<file path="config.mk">
export PLATFORM = sky130hd
export DESIGN_NAME = mcuod_decode
export DESIGN_NICKNAME = d
export VERILOG_FILES = /design/src/include/mcuod_pkg.sv /design/src/mcuod_decode.sv
export SDC_FILE = /design/constraint.sdc
export NUM_CORES = 1
export LEC_CHECK = 0
export ABC_CLOCK_PERIOD_IN_PS = 7000
export BUFFER_PORTS_ARGS = -buffer_cell sky130_fd_sc_hd__clkbuf_2
export CORE_ASPECT_RATIO = 1.75
export CORE_MARGIN = 2
export CORE_UTILIZATION = 60
export DETAILED_ROUTE_END_ITERATION = 16
export GPL_ROUTABILITY_DRIVEN = 0
export GPL_TIMING_DRIVEN = 0
export HOLD_SLACK_MARGIN = 0.1
export PLACE_DENSITY = 0.8
export SYNTH_ARGS = -nofsm -noshare
export SYNTH_HDL_FRONTEND = slang
export SYNTH_SLANG_ARGS = --single-unit
</file>
<file path="constraint.sdc">
create_clock -name clock -period 7 [get_ports clock]
set_clock_uncertainty 0.2 [all_clocks]
set_input_delay 2.1 -clock clock [delete_from_list [all_inputs] [get_ports clock]]
set_output_delay 2.1 -clock clock [all_outputs]
set_load 0.01 [all_outputs]
</file>
<file path="src/include/mcuod_pkg.sv">
// opcode classes, operand forms and cycle counts of the controller decoder
package mcuod_pkg;

  localparam int ADDR_W = 12;
  localparam int CYC_W  = 4;

  localparam logic [CYC_W-1:0] CYC_HALT     = 4'h7;
  localparam logic [CYC_W-1:0] CYC_NOP      = 4'h4;
  localparam logic [CYC_W-1:0] CYC_ALU_IMM  = 4'h4;
  localparam logic [CYC_W-1:0] CYC_ALU_DIR  = 4'h6;
  localparam logic [CYC_W-1:0] CYC_ALU_IDX  = 4'h7;
  localparam logic [CYC_W-1:0] CYC_CMP_IMM  = 4'h5;
  localparam logic [CYC_W-1:0] CYC_CMP_DIR  = 4'h7;
  localparam logic [CYC_W-1:0] CYC_CMP_IDX  = 4'h8;
  localparam logic [CYC_W-1:0] CYC_LD_IMM   = 4'h4;
  localparam logic [CYC_W-1:0] CYC_LD_DIR   = 4'h5;
  localparam logic [CYC_W-1:0] CYC_LD_IDX   = 4'h6;
  localparam logic [CYC_W-1:0] CYC_IRET     = 4'hd;
  localparam logic [CYC_W-1:0] CYC_PAGE     = 4'h4;
  localparam logic [CYC_W-1:0] CYC_REG_OP   = 4'h4;
  localparam logic [CYC_W-1:0] CYC_RMW_DIR  = 4'h7;
  localparam logic [CYC_W-1:0] CYC_RMW_IDX  = 4'h8;
  localparam logic [CYC_W-1:0] CYC_PORT     = 4'h5;
  localparam logic [CYC_W-1:0] CYC_PORT_IDX = 4'h6;
  localparam logic [CYC_W-1:0] CYC_POP      = 4'h4;
  localparam logic [CYC_W-1:0] CYC_PUSH     = 4'h5;
  localparam logic [CYC_W-1:0] CYC_SWAP     = 4'h5;
  localparam logic [CYC_W-1:0] CYC_ST_DIR   = 4'h5;
  localparam logic [CYC_W-1:0] CYC_ST_IDX   = 4'h6;
  localparam logic [CYC_W-1:0] CYC_RET      = 4'h8;
  localparam logic [CYC_W-1:0] CYC_JMP      = 4'h5;
  localparam logic [CYC_W-1:0] CYC_CALL     = 4'ha;
  localparam logic [CYC_W-1:0] CYC_JUMP_ACCUMULATOR_RELATIVE     = 4'h7;
  localparam logic [CYC_W-1:0] CYC_TABLE    = 4'he;

  // cycle index of the opcode cycle, the operand cycle and the cycle in which the decoded instruction is issued
  localparam logic [CYC_W-1:0] CNT_OPC   = 4'h1;
  localparam logic [CYC_W-1:0] CNT_OPR   = 4'h2;
  localparam logic [CYC_W-1:0] CNT_ISSUE = 4'h3;

  typedef enum logic [5:0] {
    OP_ILLEGAL, OP_HALT, OP_NOP, OP_ADD, OP_ADD_CARRY, OP_SUB, OP_SUBTRACT_WITH_BORROW,
    OP_OR, OP_AND, OP_XOR, OP_CMP, OP_LOAD_ACC, OP_LOAD_X,
    OP_INTERRUPT_RETURN_WITH_OUTPUT, OP_PAGE_EXTEND_PREFIX, OP_INC, OP_DEC,
    OP_PORT_READ, OP_PORT_WRITE, OP_PORT_WRITE_INDEXED, OP_POP, OP_PUSH,
    OP_SWAP_X, OP_SWAP_DSP, OP_STORE, OP_OR_MEM, OP_AND_MEM, OP_XOR_MEM,
    OP_COMPLEMENT_ACCUMULATOR, OP_SHIFT_LEFT_ARITH, OP_SHIFT_RIGHT_ARITH,
    OP_ROTATE_LEFT_CARRY, OP_ROTATE_RIGHT_CARRY, OP_RETURN, OP_JUMP, OP_CALL,
    OP_JUMP_IF_ZERO, OP_JUMP_IF_NOT_ZERO, OP_JUMP_IF_CARRY, OP_JUMP_IF_NO_CARRY,
    OP_JUMP_ACCUMULATOR_RELATIVE, OP_TABLE_READ
  } mcuod_op_e;

  typedef enum logic [3:0] {
    MODE_NONE, MODE_IMM, MODE_DIRECT, MODE_INDEXED, MODE_ACC, MODE_XREG,
    MODE_PORT, MODE_ADDR
  } mcuod_mode_e;

  typedef struct packed {
    mcuod_op_e          op;
    mcuod_mode_e        mode;
    logic [CYC_W-1:0]   cyc;
    logic               has_opr;
  } mcuod_dec_s;

endpackage

</file>
<file path="src/mcuod_decode.sv">
// opcode decoder, operand fetch and cycle timer of the controller core
//
// Contract
// - 00 is stop, 7 cycles; 20 is no-operation, 4 cycles.
// - add: 01 immediate 4, 02 direct 6, 03 indexed 7 cycles.
// - add-with-carry: 04 immediate 4, 05 direct 6, 06 indexed 7.
// - subtract: 07 immediate 4, 08 direct 6, 09 indexed 7.
// - subtract-with-borrow: 0A immediate 4, 0B direct 6, 0C indexed 7.
// - or: 0D immediate 4, 0E direct 6, 0F indexed 7.
// - and: 10 immediate 4, 11 direct 6, 12 indexed 7.
// - exclusive-or: 13 immediate 4, 14 direct 6, 15 indexed 7.
// - compare: 16 immediate 5, 17 direct 7, 18 indexed 8.
// - load accumulator: 19 immediate 4, 1A direct 5, 1B indexed 6.
// - load index register: 1C immediate 4, 1D direct 5.
// - 1E interrupt return with port output 13; 1F page prefix 4.
// - increments 21-24, decrements 25-28; register 4, direct 7, indexed 8.
// - 29 port read, 2A port write, 5 cycles; 39 indexed write 6.
// - pops 2B/2C take 4 cycles; pushes 2D/2E take 5.
// - 2F swaps accumulator/index, 30 accumulator/stack pointer, 5 cycles.
// - store accumulator: 31 direct 5, 32 indexed 6 cycles.
// - memory or 33/34, and 35/36, xor 37/38; direct 7, indexed 8.
// - 3A-3E accumulator one-operand ops take 4; 3F return takes 8.
// - 8x jump 5, 9x call 10, Ax jump-if-zero 5, Bx jump-if-not-zero 5.
// - Cx/Dx carry jumps 5, Ex accumulator jump 7, Fx table read 14.
`timescale 1ns/10ps

module mcuod_decode (
  input  wire logic                          clock,
  input  wire logic                          resetn,
  input  wire logic [7:0]                    fetch_data,
  input  wire logic                          zero_flag,
  input  wire logic                          carry_flag,
  input  wire logic                          redirect_valid,
  input  wire logic [mcuod_pkg::ADDR_W-1:0]  redirect_pc,
  output logic                               fetch_en,
  output logic                               fetch_opcode,
  output logic [mcuod_pkg::ADDR_W-1:0]       fetch_addr,
  output logic                               op_issue,
  output mcuod_pkg::mcuod_op_e               op_class,
  output mcuod_pkg::mcuod_mode_e             op_mode,
  output logic [7:0]                         op_operand,
  output logic [mcuod_pkg::ADDR_W-1:0]       op_target,
  output logic [mcuod_pkg::CYC_W-1:0]        op_cycles,
  output logic                               op_illegal,
  output logic                               op_last,
  output logic                               halted
);
  import mcuod_pkg::*;

  typedef enum logic [2:0] {S_FETCH, S_OPC, S_OPR, S_EXEC, S_HALT} mcuod_st_e;

  typedef struct packed {
    mcuod_st_e          st;
    logic [CYC_W-1:0]   cnt;
    logic [ADDR_W-1:0]  pc;
    logic [7:0]         opc;
    logic [7:0]         opr;
    mcuod_dec_s         dec;
    logic               issue;
    logic               redir;
    logic [ADDR_W-1:0]  redir_pc;
  } mcuod_state_s;

  // ****************************************
  // opcode table
  // ****************************************
  function automatic mcuod_dec_s decode(input logic [7:0] b);
    mcuod_dec_s d;
    d = '{op: OP_ILLEGAL, mode: MODE_NONE, cyc: CYC_NOP, has_opr: 1'b0};
    if (b[7]) begin
      d.mode = MODE_ADDR;
      d.cyc  = CYC_JMP;
      unique case (b[6:4])
        3'h0: d.op = OP_JUMP;
        3'h1: begin
          d.op  = OP_CALL;
          d.cyc = CYC_CALL;
        end
        3'h2: d.op = OP_JUMP_IF_ZERO;
        3'h3: d.op = OP_JUMP_IF_NOT_ZERO;
        3'h4: d.op = OP_JUMP_IF_CARRY;
        3'h5: d.op = OP_JUMP_IF_NO_CARRY;
        3'h6: begin
          d.op  = OP_JUMP_ACCUMULATOR_RELATIVE;
          d.cyc = CYC_JUMP_ACCUMULATOR_RELATIVE;
        end
        3'h7: begin
          d.op  = OP_TABLE_READ;
          d.cyc = CYC_TABLE;
        end
      endcase
    end else if (!b[6]) begin
      unique case (b)
        8'h00: d.op = OP_HALT;
        8'h20: d.op = OP_NOP;
        8'h01, 8'h02, 8'h03: d.op = OP_ADD;
        8'h04, 8'h05, 8'h06: d.op = OP_ADD_CARRY;
        8'h07, 8'h08, 8'h09: d.op = OP_SUB;
        8'h0a, 8'h0b, 8'h0c: d.op = OP_SUBTRACT_WITH_BORROW;
        8'h0d, 8'h0e, 8'h0f: d.op = OP_OR;
        8'h10, 8'h11, 8'h12: d.op = OP_AND;
        8'h13, 8'h14, 8'h15: d.op = OP_XOR;
        8'h16, 8'h17, 8'h18: d.op = OP_CMP;
        8'h19, 8'h1a, 8'h1b: d.op = OP_LOAD_ACC;
        8'h1c, 8'h1d:        d.op = OP_LOAD_X;
        8'h1e: d.op = OP_INTERRUPT_RETURN_WITH_OUTPUT;
        8'h1f: d.op = OP_PAGE_EXTEND_PREFIX;
        8'h21, 8'h22, 8'h23, 8'h24: d.op = OP_INC;
        8'h25, 8'h26, 8'h27, 8'h28: d.op = OP_DEC;
        8'h29: d.op = OP_PORT_READ;
        8'h2a: d.op = OP_PORT_WRITE;
        8'h39: d.op = OP_PORT_WRITE_INDEXED;
        8'h2b, 8'h2c: d.op = OP_POP;
        8'h2d, 8'h2e: d.op = OP_PUSH;
        8'h2f: d.op = OP_SWAP_X;
        8'h30: d.op = OP_SWAP_DSP;
        8'h31, 8'h32: d.op = OP_STORE;
        8'h33, 8'h34: d.op = OP_OR_MEM;
        8'h35, 8'h36: d.op = OP_AND_MEM;
        8'h37, 8'h38: d.op = OP_XOR_MEM;
        8'h3a: d.op = OP_COMPLEMENT_ACCUMULATOR;
        8'h3b: d.op = OP_SHIFT_LEFT_ARITH;
        8'h3c: d.op = OP_SHIFT_RIGHT_ARITH;
        8'h3d: d.op = OP_ROTATE_LEFT_CARRY;
        8'h3e: d.op = OP_ROTATE_RIGHT_CARRY;
        8'h3f: d.op = OP_RETURN;
        default: ;
      endcase
      // operand form and cycle count
      unique case (b)
        8'h00: d.cyc = CYC_HALT;
        8'h01, 8'h04, 8'h07, 8'h0a, 8'h0d, 8'h10, 8'h13: begin
          d.mode = MODE_IMM;
          d.cyc  = CYC_ALU_IMM;
        end
        8'h02, 8'h05, 8'h08, 8'h0b, 8'h0e, 8'h11, 8'h14: begin
          d.mode = MODE_DIRECT;
          d.cyc  = CYC_ALU_DIR;
        end
        8'h03, 8'h06, 8'h09, 8'h0c, 8'h0f, 8'h12, 8'h15: begin
          d.mode = MODE_INDEXED;
          d.cyc  = CYC_ALU_IDX;
        end
        8'h16: begin d.mode = MODE_IMM;     d.cyc = CYC_CMP_IMM; end
        8'h17: begin d.mode = MODE_DIRECT;  d.cyc = CYC_CMP_DIR; end
        8'h18: begin d.mode = MODE_INDEXED; d.cyc = CYC_CMP_IDX; end
        8'h19, 8'h1c: begin d.mode = MODE_IMM;    d.cyc = CYC_LD_IMM; end
        8'h1a, 8'h1d: begin d.mode = MODE_DIRECT; d.cyc = CYC_LD_DIR; end
        8'h1b: begin d.mode = MODE_INDEXED; d.cyc = CYC_LD_IDX; end
        8'h1e: begin d.mode = MODE_PORT; d.cyc = CYC_IRET; end
        8'h1f: d.cyc = CYC_PAGE;
        8'h21, 8'h25: begin d.mode = MODE_ACC;  d.cyc = CYC_REG_OP; end
        8'h22, 8'h26: begin d.mode = MODE_XREG; d.cyc = CYC_REG_OP; end
        8'h23, 8'h27, 8'h33, 8'h35, 8'h37: begin
          d.mode = MODE_DIRECT;
          d.cyc  = CYC_RMW_DIR;
        end
        8'h24, 8'h28, 8'h34, 8'h36, 8'h38: begin
          d.mode = MODE_INDEXED;
          d.cyc  = CYC_RMW_IDX;
        end
        8'h29, 8'h2a: begin d.mode = MODE_PORT; d.cyc = CYC_PORT; end
        8'h39: begin d.mode = MODE_INDEXED; d.cyc = CYC_PORT_IDX; end
        8'h2b, 8'h2d: begin
          d.mode = MODE_ACC;
          d.cyc  = b[1] ? CYC_POP : CYC_PUSH;
        end
        8'h2c, 8'h2e: begin
          d.mode = MODE_XREG;
          d.cyc  = b[1] ? CYC_PUSH : CYC_POP;
        end
        8'h2f, 8'h30: d.cyc = CYC_SWAP;
        8'h31: begin d.mode = MODE_DIRECT;  d.cyc = CYC_ST_DIR; end
        8'h32: begin d.mode = MODE_INDEXED; d.cyc = CYC_ST_IDX; end
        8'h3f: d.cyc = CYC_RET;
        default: ;
      endcase
    end
    d.has_opr = d.mode inside {MODE_IMM, MODE_DIRECT, MODE_INDEXED, MODE_PORT,
                               MODE_ADDR};
    return d;
  endfunction

  // ****************************************
  // reset release
  // ****************************************
  logic [1:0] rst_sync_q;
  logic       rst_n;

  always_ff @(posedge clock or negedge resetn) begin
    if (!resetn) begin
      rst_sync_q <= 2'b00;
    end else begin
      rst_sync_q <= {rst_sync_q[0], 1'b1};
    end
  end
  assign rst_n = rst_sync_q[1];

  // ****************************************
  // sequencer
  // ****************************************
  mcuod_state_s      s_q;
  mcuod_state_s      s_d;
  mcuod_dec_s        dec_now;
  logic [ADDR_W-1:0] target;
  logic              taken;
  logic              last;

  assign dec_now = decode(fetch_data);
  assign target  = {s_q.opc[3:0], s_q.opr};
  assign last    = (s_q.st == S_EXEC) && (s_q.cnt == s_q.dec.cyc - 4'h1);

  always_comb begin
    unique case (s_q.dec.op)
      OP_JUMP, OP_CALL:    taken = 1'b1;
      OP_JUMP_IF_ZERO:     taken = zero_flag;
      OP_JUMP_IF_NOT_ZERO: taken = !zero_flag;
      OP_JUMP_IF_CARRY:    taken = carry_flag;
      OP_JUMP_IF_NO_CARRY: taken = !carry_flag;
      default:             taken = 1'b0;
    endcase
  end

  always_comb begin
    s_d       = s_q;
    s_d.issue = 1'b0;
    // datapath may redirect the next fetch any time from the operand cycle on
    if (redirect_valid && (s_q.st inside {S_OPR, S_EXEC})) begin
      s_d.redir    = 1'b1;
      s_d.redir_pc = redirect_pc;
    end
    unique case (s_q.st)
      S_FETCH: begin
        s_d.st    = S_OPC;
        s_d.cnt   = CNT_OPC;
        s_d.pc    = s_q.pc + 12'h001;
        s_d.redir = 1'b0;
      end
      S_OPC: begin
        s_d.st  = S_OPR;
        s_d.cnt = CNT_OPR;
        s_d.opc = fetch_data;
        s_d.dec = dec_now;
        if (dec_now.has_opr) begin
          s_d.pc = s_q.pc + 12'h001;
        end
      end
      S_OPR: begin
        s_d.st    = S_EXEC;
        s_d.cnt   = CNT_ISSUE;
        s_d.opr   = s_q.dec.has_opr ? fetch_data : 8'h00;
        s_d.issue = 1'b1;
      end
      S_EXEC: begin
        if (last) begin
          s_d.cnt = '0;
          s_d.st  = (s_q.dec.op == OP_HALT) ? S_HALT : S_FETCH;
          if (s_d.redir) begin
            s_d.pc = s_d.redir_pc;
          end else if (taken) begin
            s_d.pc = target;
          end
        end else begin
          s_d.cnt = s_q.cnt + 4'h1;
        end
      end
      S_HALT: ;
    endcase
  end

  always_ff @(posedge clock or negedge rst_n) begin
    if (!rst_n) begin
      s_q <= '0;
    end else begin
      s_q <= s_d;
    end
  end

  assign fetch_opcode = (s_q.st == S_FETCH);
  assign fetch_en     = fetch_opcode || ((s_q.st == S_OPC) && dec_now.has_opr);
  assign fetch_addr   = s_q.pc;
  assign op_issue     = s_q.issue;
  assign op_class     = s_q.dec.op;
  assign op_mode      = s_q.dec.mode;
  assign op_operand   = s_q.opr;
  assign op_target    = target;
  assign op_cycles    = s_q.dec.cyc;
  assign op_illegal   = s_q.issue && (s_q.dec.op == OP_ILLEGAL);
  assign op_last      = last;
  assign halted       = (s_q.st == S_HALT);

  // ****************************************
  // checks
  // ****************************************
  logic [CYC_W-1:0] gap_q;
  logic [CYC_W-1:0] prev_cyc_q;
  logic             seen_q;

  always_ff @(posedge clock or negedge rst_n) begin
    if (!rst_n) begin
      gap_q      <= '0;
      prev_cyc_q <= '0;
      seen_q     <= 1'b0;
    end else begin
      gap_q <= fetch_opcode ? 4'h1 : gap_q + 4'h1;
      if (op_issue) begin
        prev_cyc_q <= op_cycles;
        seen_q     <= 1'b1;
      end
    end
  end
endmodule // mcuod_decode

</file>
**Word-level counts from Yosys, hierarchy flattened**

Cells that the tools add are included.

- Reduce and logical (&&, ||, !) cells: 48
- Add/subtract/negate cells: 3
- Mux-type cells: 23
- Equality and inequality tests: 90

Operators by type and width:

| operator | number |
|---|---|
| 8-bit by 6-bit equality test with 1-bit output (second input constant) | 32 |
| 6-bit one-hot mux with 33 select lines | 1 |
| 8-bit by 5-bit equality test with 1-bit output (second input constant) | 16 |
| 8-bit by 4-bit equality test with 1-bit output (second input constant) | 8 |
| 12-bit 2-to-1 mux | 4 |
| 6-bit one-hot mux with 8 select lines | 1 |
| 6-bit equality test (second input constant) | 6 |
| 12-bit one-hot mux with 3 select lines | 1 |
| 8-bit by 3-bit equality test with 1-bit output (second input constant) | 4 |
| 16-bit OR reduction | 2 |
| 3-bit OR reduction | 10 |
| 14-bit 2-to-1 mux | 2 |
| 4-bit one-hot mux with 7 select lines | 1 |
| 7-bit one-hot mux with 4 select lines | 1 |
| 10-bit OR reduction | 2 |
| 2-bit OR reduction | 10 |
| 3-bit one-hot mux with 6 select lines | 1 |
| 8-bit by 2-bit equality test with 1-bit output (second input constant) | 2 |
| 4-bit OR reduction | 4 |
| 3-bit equality test (second input constant) | 5 |
| 14-bit OR reduction | 1 |
| 13-bit 2-to-1 mux | 1 |
| 12-bit by 1-bit adder with 12-bit output (second input constant) | 1 |
| 3-bit by 2-bit equality test with 1-bit output (second input constant) | 4 |
| 31 further kinds | 44 |

- Bits of input ports: 25
- Output and inout port bits: 52
- Register bits: 62
- Word-level logic and storage cells: 177

**Longest topological paths before layout**

- Depth in word-level cells: 9
- Gate-level depth with buffers: 11
- Depth with buffers taken out: 8

**Worst setup path before layout**

OpenSTA, ideal clock, no wires.

- Path type: input-to-output
- Start: input fetch_data[4]
- End: output fetch_en
- Data required time: 4700 ps
- Cell stages on the path: 8
- Slack: 817 ps
- Path buffers: 2
- Data arrival time: 3883 ps
- Cell sequence: buf_2 or4b_2 clkbuf_1 a211oi_1 a311oi_1 o2111ai_1 nor3_1 a21boi_0

- Cells in the longest elaborated chain, start to end: 9
- Elaborated cells between the ends (all ways): 70
- Classes of those cells: eq/ne: 58; mux: 3; reduce/logical: 9

Ends and longest elaborated chain:

| what | RTL line | text |
|---|---|---|
| start, declared | mcuod_decode.sv:30 | `input wire logic [7:0] fetch_data,` |
| 8-bit by 6-bit equality test with 1-bit output (tied with other cells) | mcuod_decode.sv:130 | `unique case (b)` |
| 16-bit OR reduction (no line) (tied with other cells) | n/a |  |
| 3-bit one-hot mux with 6 select lines (*) | mcuod_decode.sv:130 |  |
| 14-bit 2-to-1 mux (*) | mcuod_decode.sv:92 | `end else if (!b[6]) begin` |
| 14-bit 2-to-1 mux (*) | mcuod_decode.sv:70 | `if (b[7]) begin` |
| 4-bit by 1-bit equality test with 1-bit output (tied with other cells) | mcuod_decode.sv:179 | `d.has_opr = d.mode inside {MODE_IMM, MODE_DIRECT, MODE_INDEXED, MODE_PORT,` |
| 5-bit nonzero test (*) | mcuod_decode.sv:179 |  |
| 1-bit logical AND (*) | mcuod_decode.sv:280 | `assign fetch_en = fetch_opcode \|\| ((s_q.st == S_OPC) && dec_now.has_opr);` |
| 1-bit logical OR (*) | mcuod_decode.sv:280 |  |
| end, declared | mcuod_decode.sv:35 | `output logic fetch_en,` |

Mark *: on every way between the ends. The rest lies on a longest branch, timed or not.

**Worst setup path in the final report**

- Start: input fetch_data[5]
- End: output fetch_en

The elaborated chain is that of the path after synthesis.

==> impl_summary.log <==
INFO  metric postRouteWirelength = around 15 mm
INFO  metric synthesis_stage_register_bit_count = 61
INFO  metric clkSlewWorstSetupHoldPaths = around 0.050 ns
INFO  metric synth-main-ff-cell = sky130_fd_sc_hd__dfrtp_1
INFO  metric clock-sinks = 61
INFO  metric htree_levels = 3
INFO  metric syn_inst = between 500 and 600
INFO  metric clk-insertion-delay-late = between 0.3 and 0.4 ns
INFO  metric synth.avg_cell_area = about 8 um2
INFO  metric ir_worst_vdd = between 0.00015 and 0.0002 V
INFO  metric power_share_of_the_combinational_group = roughly half
INFO  metric timing.max_slew.rel_slack = 8.79%
INFO  metric initial_core_util = 62.2%
INFO  metric power.share.sequential = a little under 30%
INFO  metric detailroute.wirelength.met3 = around 1.2 mm
INFO  metric timing.final.crit_period = around 6.9 ns
INFO  metric rr_startpoint = s_q[62]
INFO  metric rsz0062_at_grt = false
INFO  metric die_y = about 120 um
INFO  metric totalNegativeSetupSlack = 0 ns
INFO  metric clk_root_buffer_cell = sky130_fd_sc_hd__clkbuf_16
INFO  metric route.vias.total = about 4900
INFO  metric worst_r2r_path_depth = 8
INFO  metric count_of_tritonroute_iterations_in_the_first_routing_pass = 9
INFO  metric first_global_vias = 4803
INFO  metric timing.hold.worst_endpoint = rst_sync_q[1]
INFO  metric multiInputGateArea = 2590 um2
INFO  metric power_leakage = about 2.6 nW
INFO  metric cell_internal_pwr = roughly 0.0013 W
INFO  metric maximum_buffer_depth_of_the_clock_tree = 2
INFO  metric seqCellArea = approximately 1500 um2
INFO  metric cap_viol_max_count = 0
INFO  metric wire_length_of_the_first_global_routing_pass = ~24 mm
INFO  metric num_cts_buffers = 9
INFO  metric worstHoldPathCells = 0
INFO  metric floorplan.rows = 42
INFO  metric routed.top_layer = met4
INFO  metric fin_util = 72.9%
INFO  metric global_route.overflow_total = 0
INFO  metric antenna_cells_inserted = 0
INFO  metric drive_above_1_share = 26.3%
INFO  metric area_growth = 17.1%
INFO  metric timing.final.hold_violations = 0
INFO  metric tritoncts = yes
INFO  metric grt_util_all_layers = 36.2%
INFO  metric worstSetupPathType = in -> out
INFO  metric critical_path_arrival = about 4.6 ns
INFO  metric route.layer.met1.wl = about 4.8 mm
INFO  metric netSwitchingPower = just under 0.0009 W
INFO  metric critical_path_peak_fanout = 10
INFO  metric die_x = 71.0 um
INFO  metric detail_route.vias_per_cell = about 6.5
INFO  metric slew_at_the_pin_with_the_worst_max_slew_slack = about 1.4 ns
INFO  metric synth_top_cell_by_area = sky130_fd_sc_hd__dfrtp_1
INFO  metric power-per-cell-area = 400 nW/um2
INFO  metric floorplan_core_area = ~7600 um2
INFO  metric drcViolationCount = 0
INFO  metric hold_path_class = reg -> reg
INFO  metric total_standard_cell_area_after_synthesis = 4710 um2
INFO  metric reg2reg_setup_slack = between 4 and 5 ns
INFO  metric hold_path_startpoint = rst_sync_q[0]
INFO  metric edff_count_synth = 0
INFO  metric synth_most_common_cell = sky130_fd_sc_hd__nand2_1
INFO  metric ys.warnings.count = 0
INFO  metric synthesized_nets = 609
INFO  metric count_of_routing_violations_after_the_opening_detailed_route_iteration = roughly 520
INFO  metric drtAntennaViolNets = 0
INFO  metric fillerInstances = 585
INFO  metric avgRoutedWirePerCell = ~20 um
INFO  metric share_of_yosys_cell_area_claimed_by_the_top_area_cell_type = 32.4%
INFO  metric yosysUniqueCellTypes = 74
INFO  metric synth_sequential_area_ratio = 32.4%
INFO  metric fin_crit_sh = about 99%
INFO  metric finish.net_count = slightly below 700
INFO  metric critPathCaptureType = output pin
INFO  metric place_hpwl = between 10 and 15 mm
INFO  metric finalSetupViolations = 0
INFO  metric report.final.slew_viol_count = 0
INFO  metric worst_setup_path_start_kind = input port
INFO  metric peak_clock_frequency_supported_by_timing = ~140 MHz
INFO  metric asyncSetResetFlopFracSynth = 100%
INFO  metric number_of_antenna_violations_at_the_first_check_in_global_routing = 0
INFO  metric fp.dieArea = ~8600 um2
INFO  metric design.portCount = between 70 and 80
INFO  metric timing.rr.end = fetch_addr[0]
INFO  metric port_buffers = 73
INFO  metric cts.repair_timing.setup_buffer_count = 0
INFO  metric maximum_number_of_pins_on_one_net_before_global_route_repair = 43
INFO  metric detailroute.wirelength.met2 = 7.27 mm
INFO  metric run_status = complete, no violations
INFO  metric clock_power_share = 19.3%
INFO  metric crit_required = between 4 and 5 ns
INFO  metric ys_top_cells_by_count = sky130_fd_sc_hd__nand2_1, sky130_fd_sc_hd__dfrtp_1, sky130_fd_sc_hd__buf_4, sky130_fd_sc_hd__a21oi_1, sky130_fd_sc_hd__o21ai_0
INFO  metric p_sw_share = between 30% and 40%
INFO  metric area_contributors_post_synth = sky130_fd_sc_hd__dfrtp_1, sky130_fd_sc_hd__buf_4, sky130_fd_sc_hd__nand2_1
-- layout by cell type (no fill, tap or decap), drive strengths merged, types with 8 or more instances in the layout --
cell,instances
dfrtp,61
nor2b,10
nand2b,10
mux2,15
nand2,80
nor3,13
a21oi,39
nand3,15
mux2i,13
o21ai,38
nor2,37
buf,72
clkbuf,107
inv,11
a2bb2oi,12
xor2,8
-- worst max-delay path, cell delays in order --
cell and delay, ns:
sky130_fd_sc_hd__clkbuf_2 0.12, sky130_fd_sc_hd__buf_2 0.19, sky130_fd_sc_hd__nor4_1 1.09, sky130_fd_sc_hd__nand2_1 0.25, sky130_fd_sc_hd__a21oi_1 0.18, sky130_fd_sc_hd__or4_4 0.18
sky130_fd_sc_hd__nor3_1 0.07, sky130_fd_sc_hd__a21boi_0 0.26, sky130_fd_sc_hd__clkbuf_2 0.18
-- repair_timing --
item / 4_1_cts / 5_1_grt
gates resized for setup: 0 / 2
hold buffers: 2 / 0
endpoints found under the hold margin: 17 / 0
endpoints found under the setup margin: 0 / 1
-- state kept, by name, summed over array words and instances, names as in the netlist --
signal / flops
op_target: 4
op_class: 6
op_cycles: 4
op_operand: 8
op_mode: 3
s_q: 21
op_issue: 1
rst_sync_q: 2
fetch_addr: 12
-- cell families (layout without fill, tap and decap cells) --
family                   count (synthesis)  in the layout  share of synthesized area, %
XOR/XNOR                                13             13                          2.42
other                                    2              2                         0.159
multiplexers                            28             28                          6.35
flip-flops                              61             61                          32.4
AO/OA/AOI/OAI                          153            153                          22.0
buffers and inverters                  103            194                          12.6
adder cells (fa/ha/maj)                  7              7                          1.86
AND/OR/NAND/NOR                        210            210                          22.2
-- metal layers --
layer / track usage, % / vias up
met5: 0 / -
met4: 31.1 / 0
met3: 8.72 / 130
met2: 61.0 / 346
met1: 36.5 / 2267
li1: - / 2203
-- how the worst max path moves through the flow --
stage                     cells past startpoint  slack (ns)           from  endpoint
after floorplan                               8        0.82  fetch_data[4]  fetch_en
after global placement                        8        0.02  fetch_data[6]  fetch_en
after detailed placement                      8        0.04  fetch_data[6]  fetch_en
after CTS                                     8        0.03  fetch_data[6]  fetch_en
after global routing                         10        0.12  fetch_data[0]  fetch_en
final                                         9        0.06  fetch_data[5]  fetch_en
-- through the flow --
stage / power, W / instances / cell area, um2 / hold WS, ns / setup slack [ns]
global route: 0.00235 / 756 / 5520 / 0.153 / 0.123
floorplan: 0.00142 / 577 / 4710 / 0.131 / 0.817
CTS: 0.00220 / 756 / 5510 / 0.151 / 0.0325
finish: 0.00220 / 756 / 5520 / 0.149 / 0.0594
detailed placement: 0.00176 / 739 / 5210 / 0.0131 / 0.0397
global placement: 0.00172 / 738 / 5180 / 0.135 / 0.0234
-- power groups by stage --
stage,registers [W],logic [W],clock network (W)
after floorplan,0.000616,0.000806,0
after global placement,0.000653,0.00107,0
after detailed placement,0.000658,0.00111,0
after CTS,0.000652,0.00112,0.000431
after global routing,0.000677,0.00123,0.000446
final,0.000655,0.00112,0.000426
-- cell type report --
type | instances | share of cell area (%)
Buffer | 92 | 10.0
Tap cell | 88 | 2.00
Clock buffer | 13 | 4.54
Timing Repair Buffer | 76 | 7.35
Sequential cell | 61 | 27.7
Inverter | 11 | 0.748
Clock inverter | 2 | 0.635
Multi-Input combinational cell | 413 | 47.0
(Power assumes the default switching activity.)
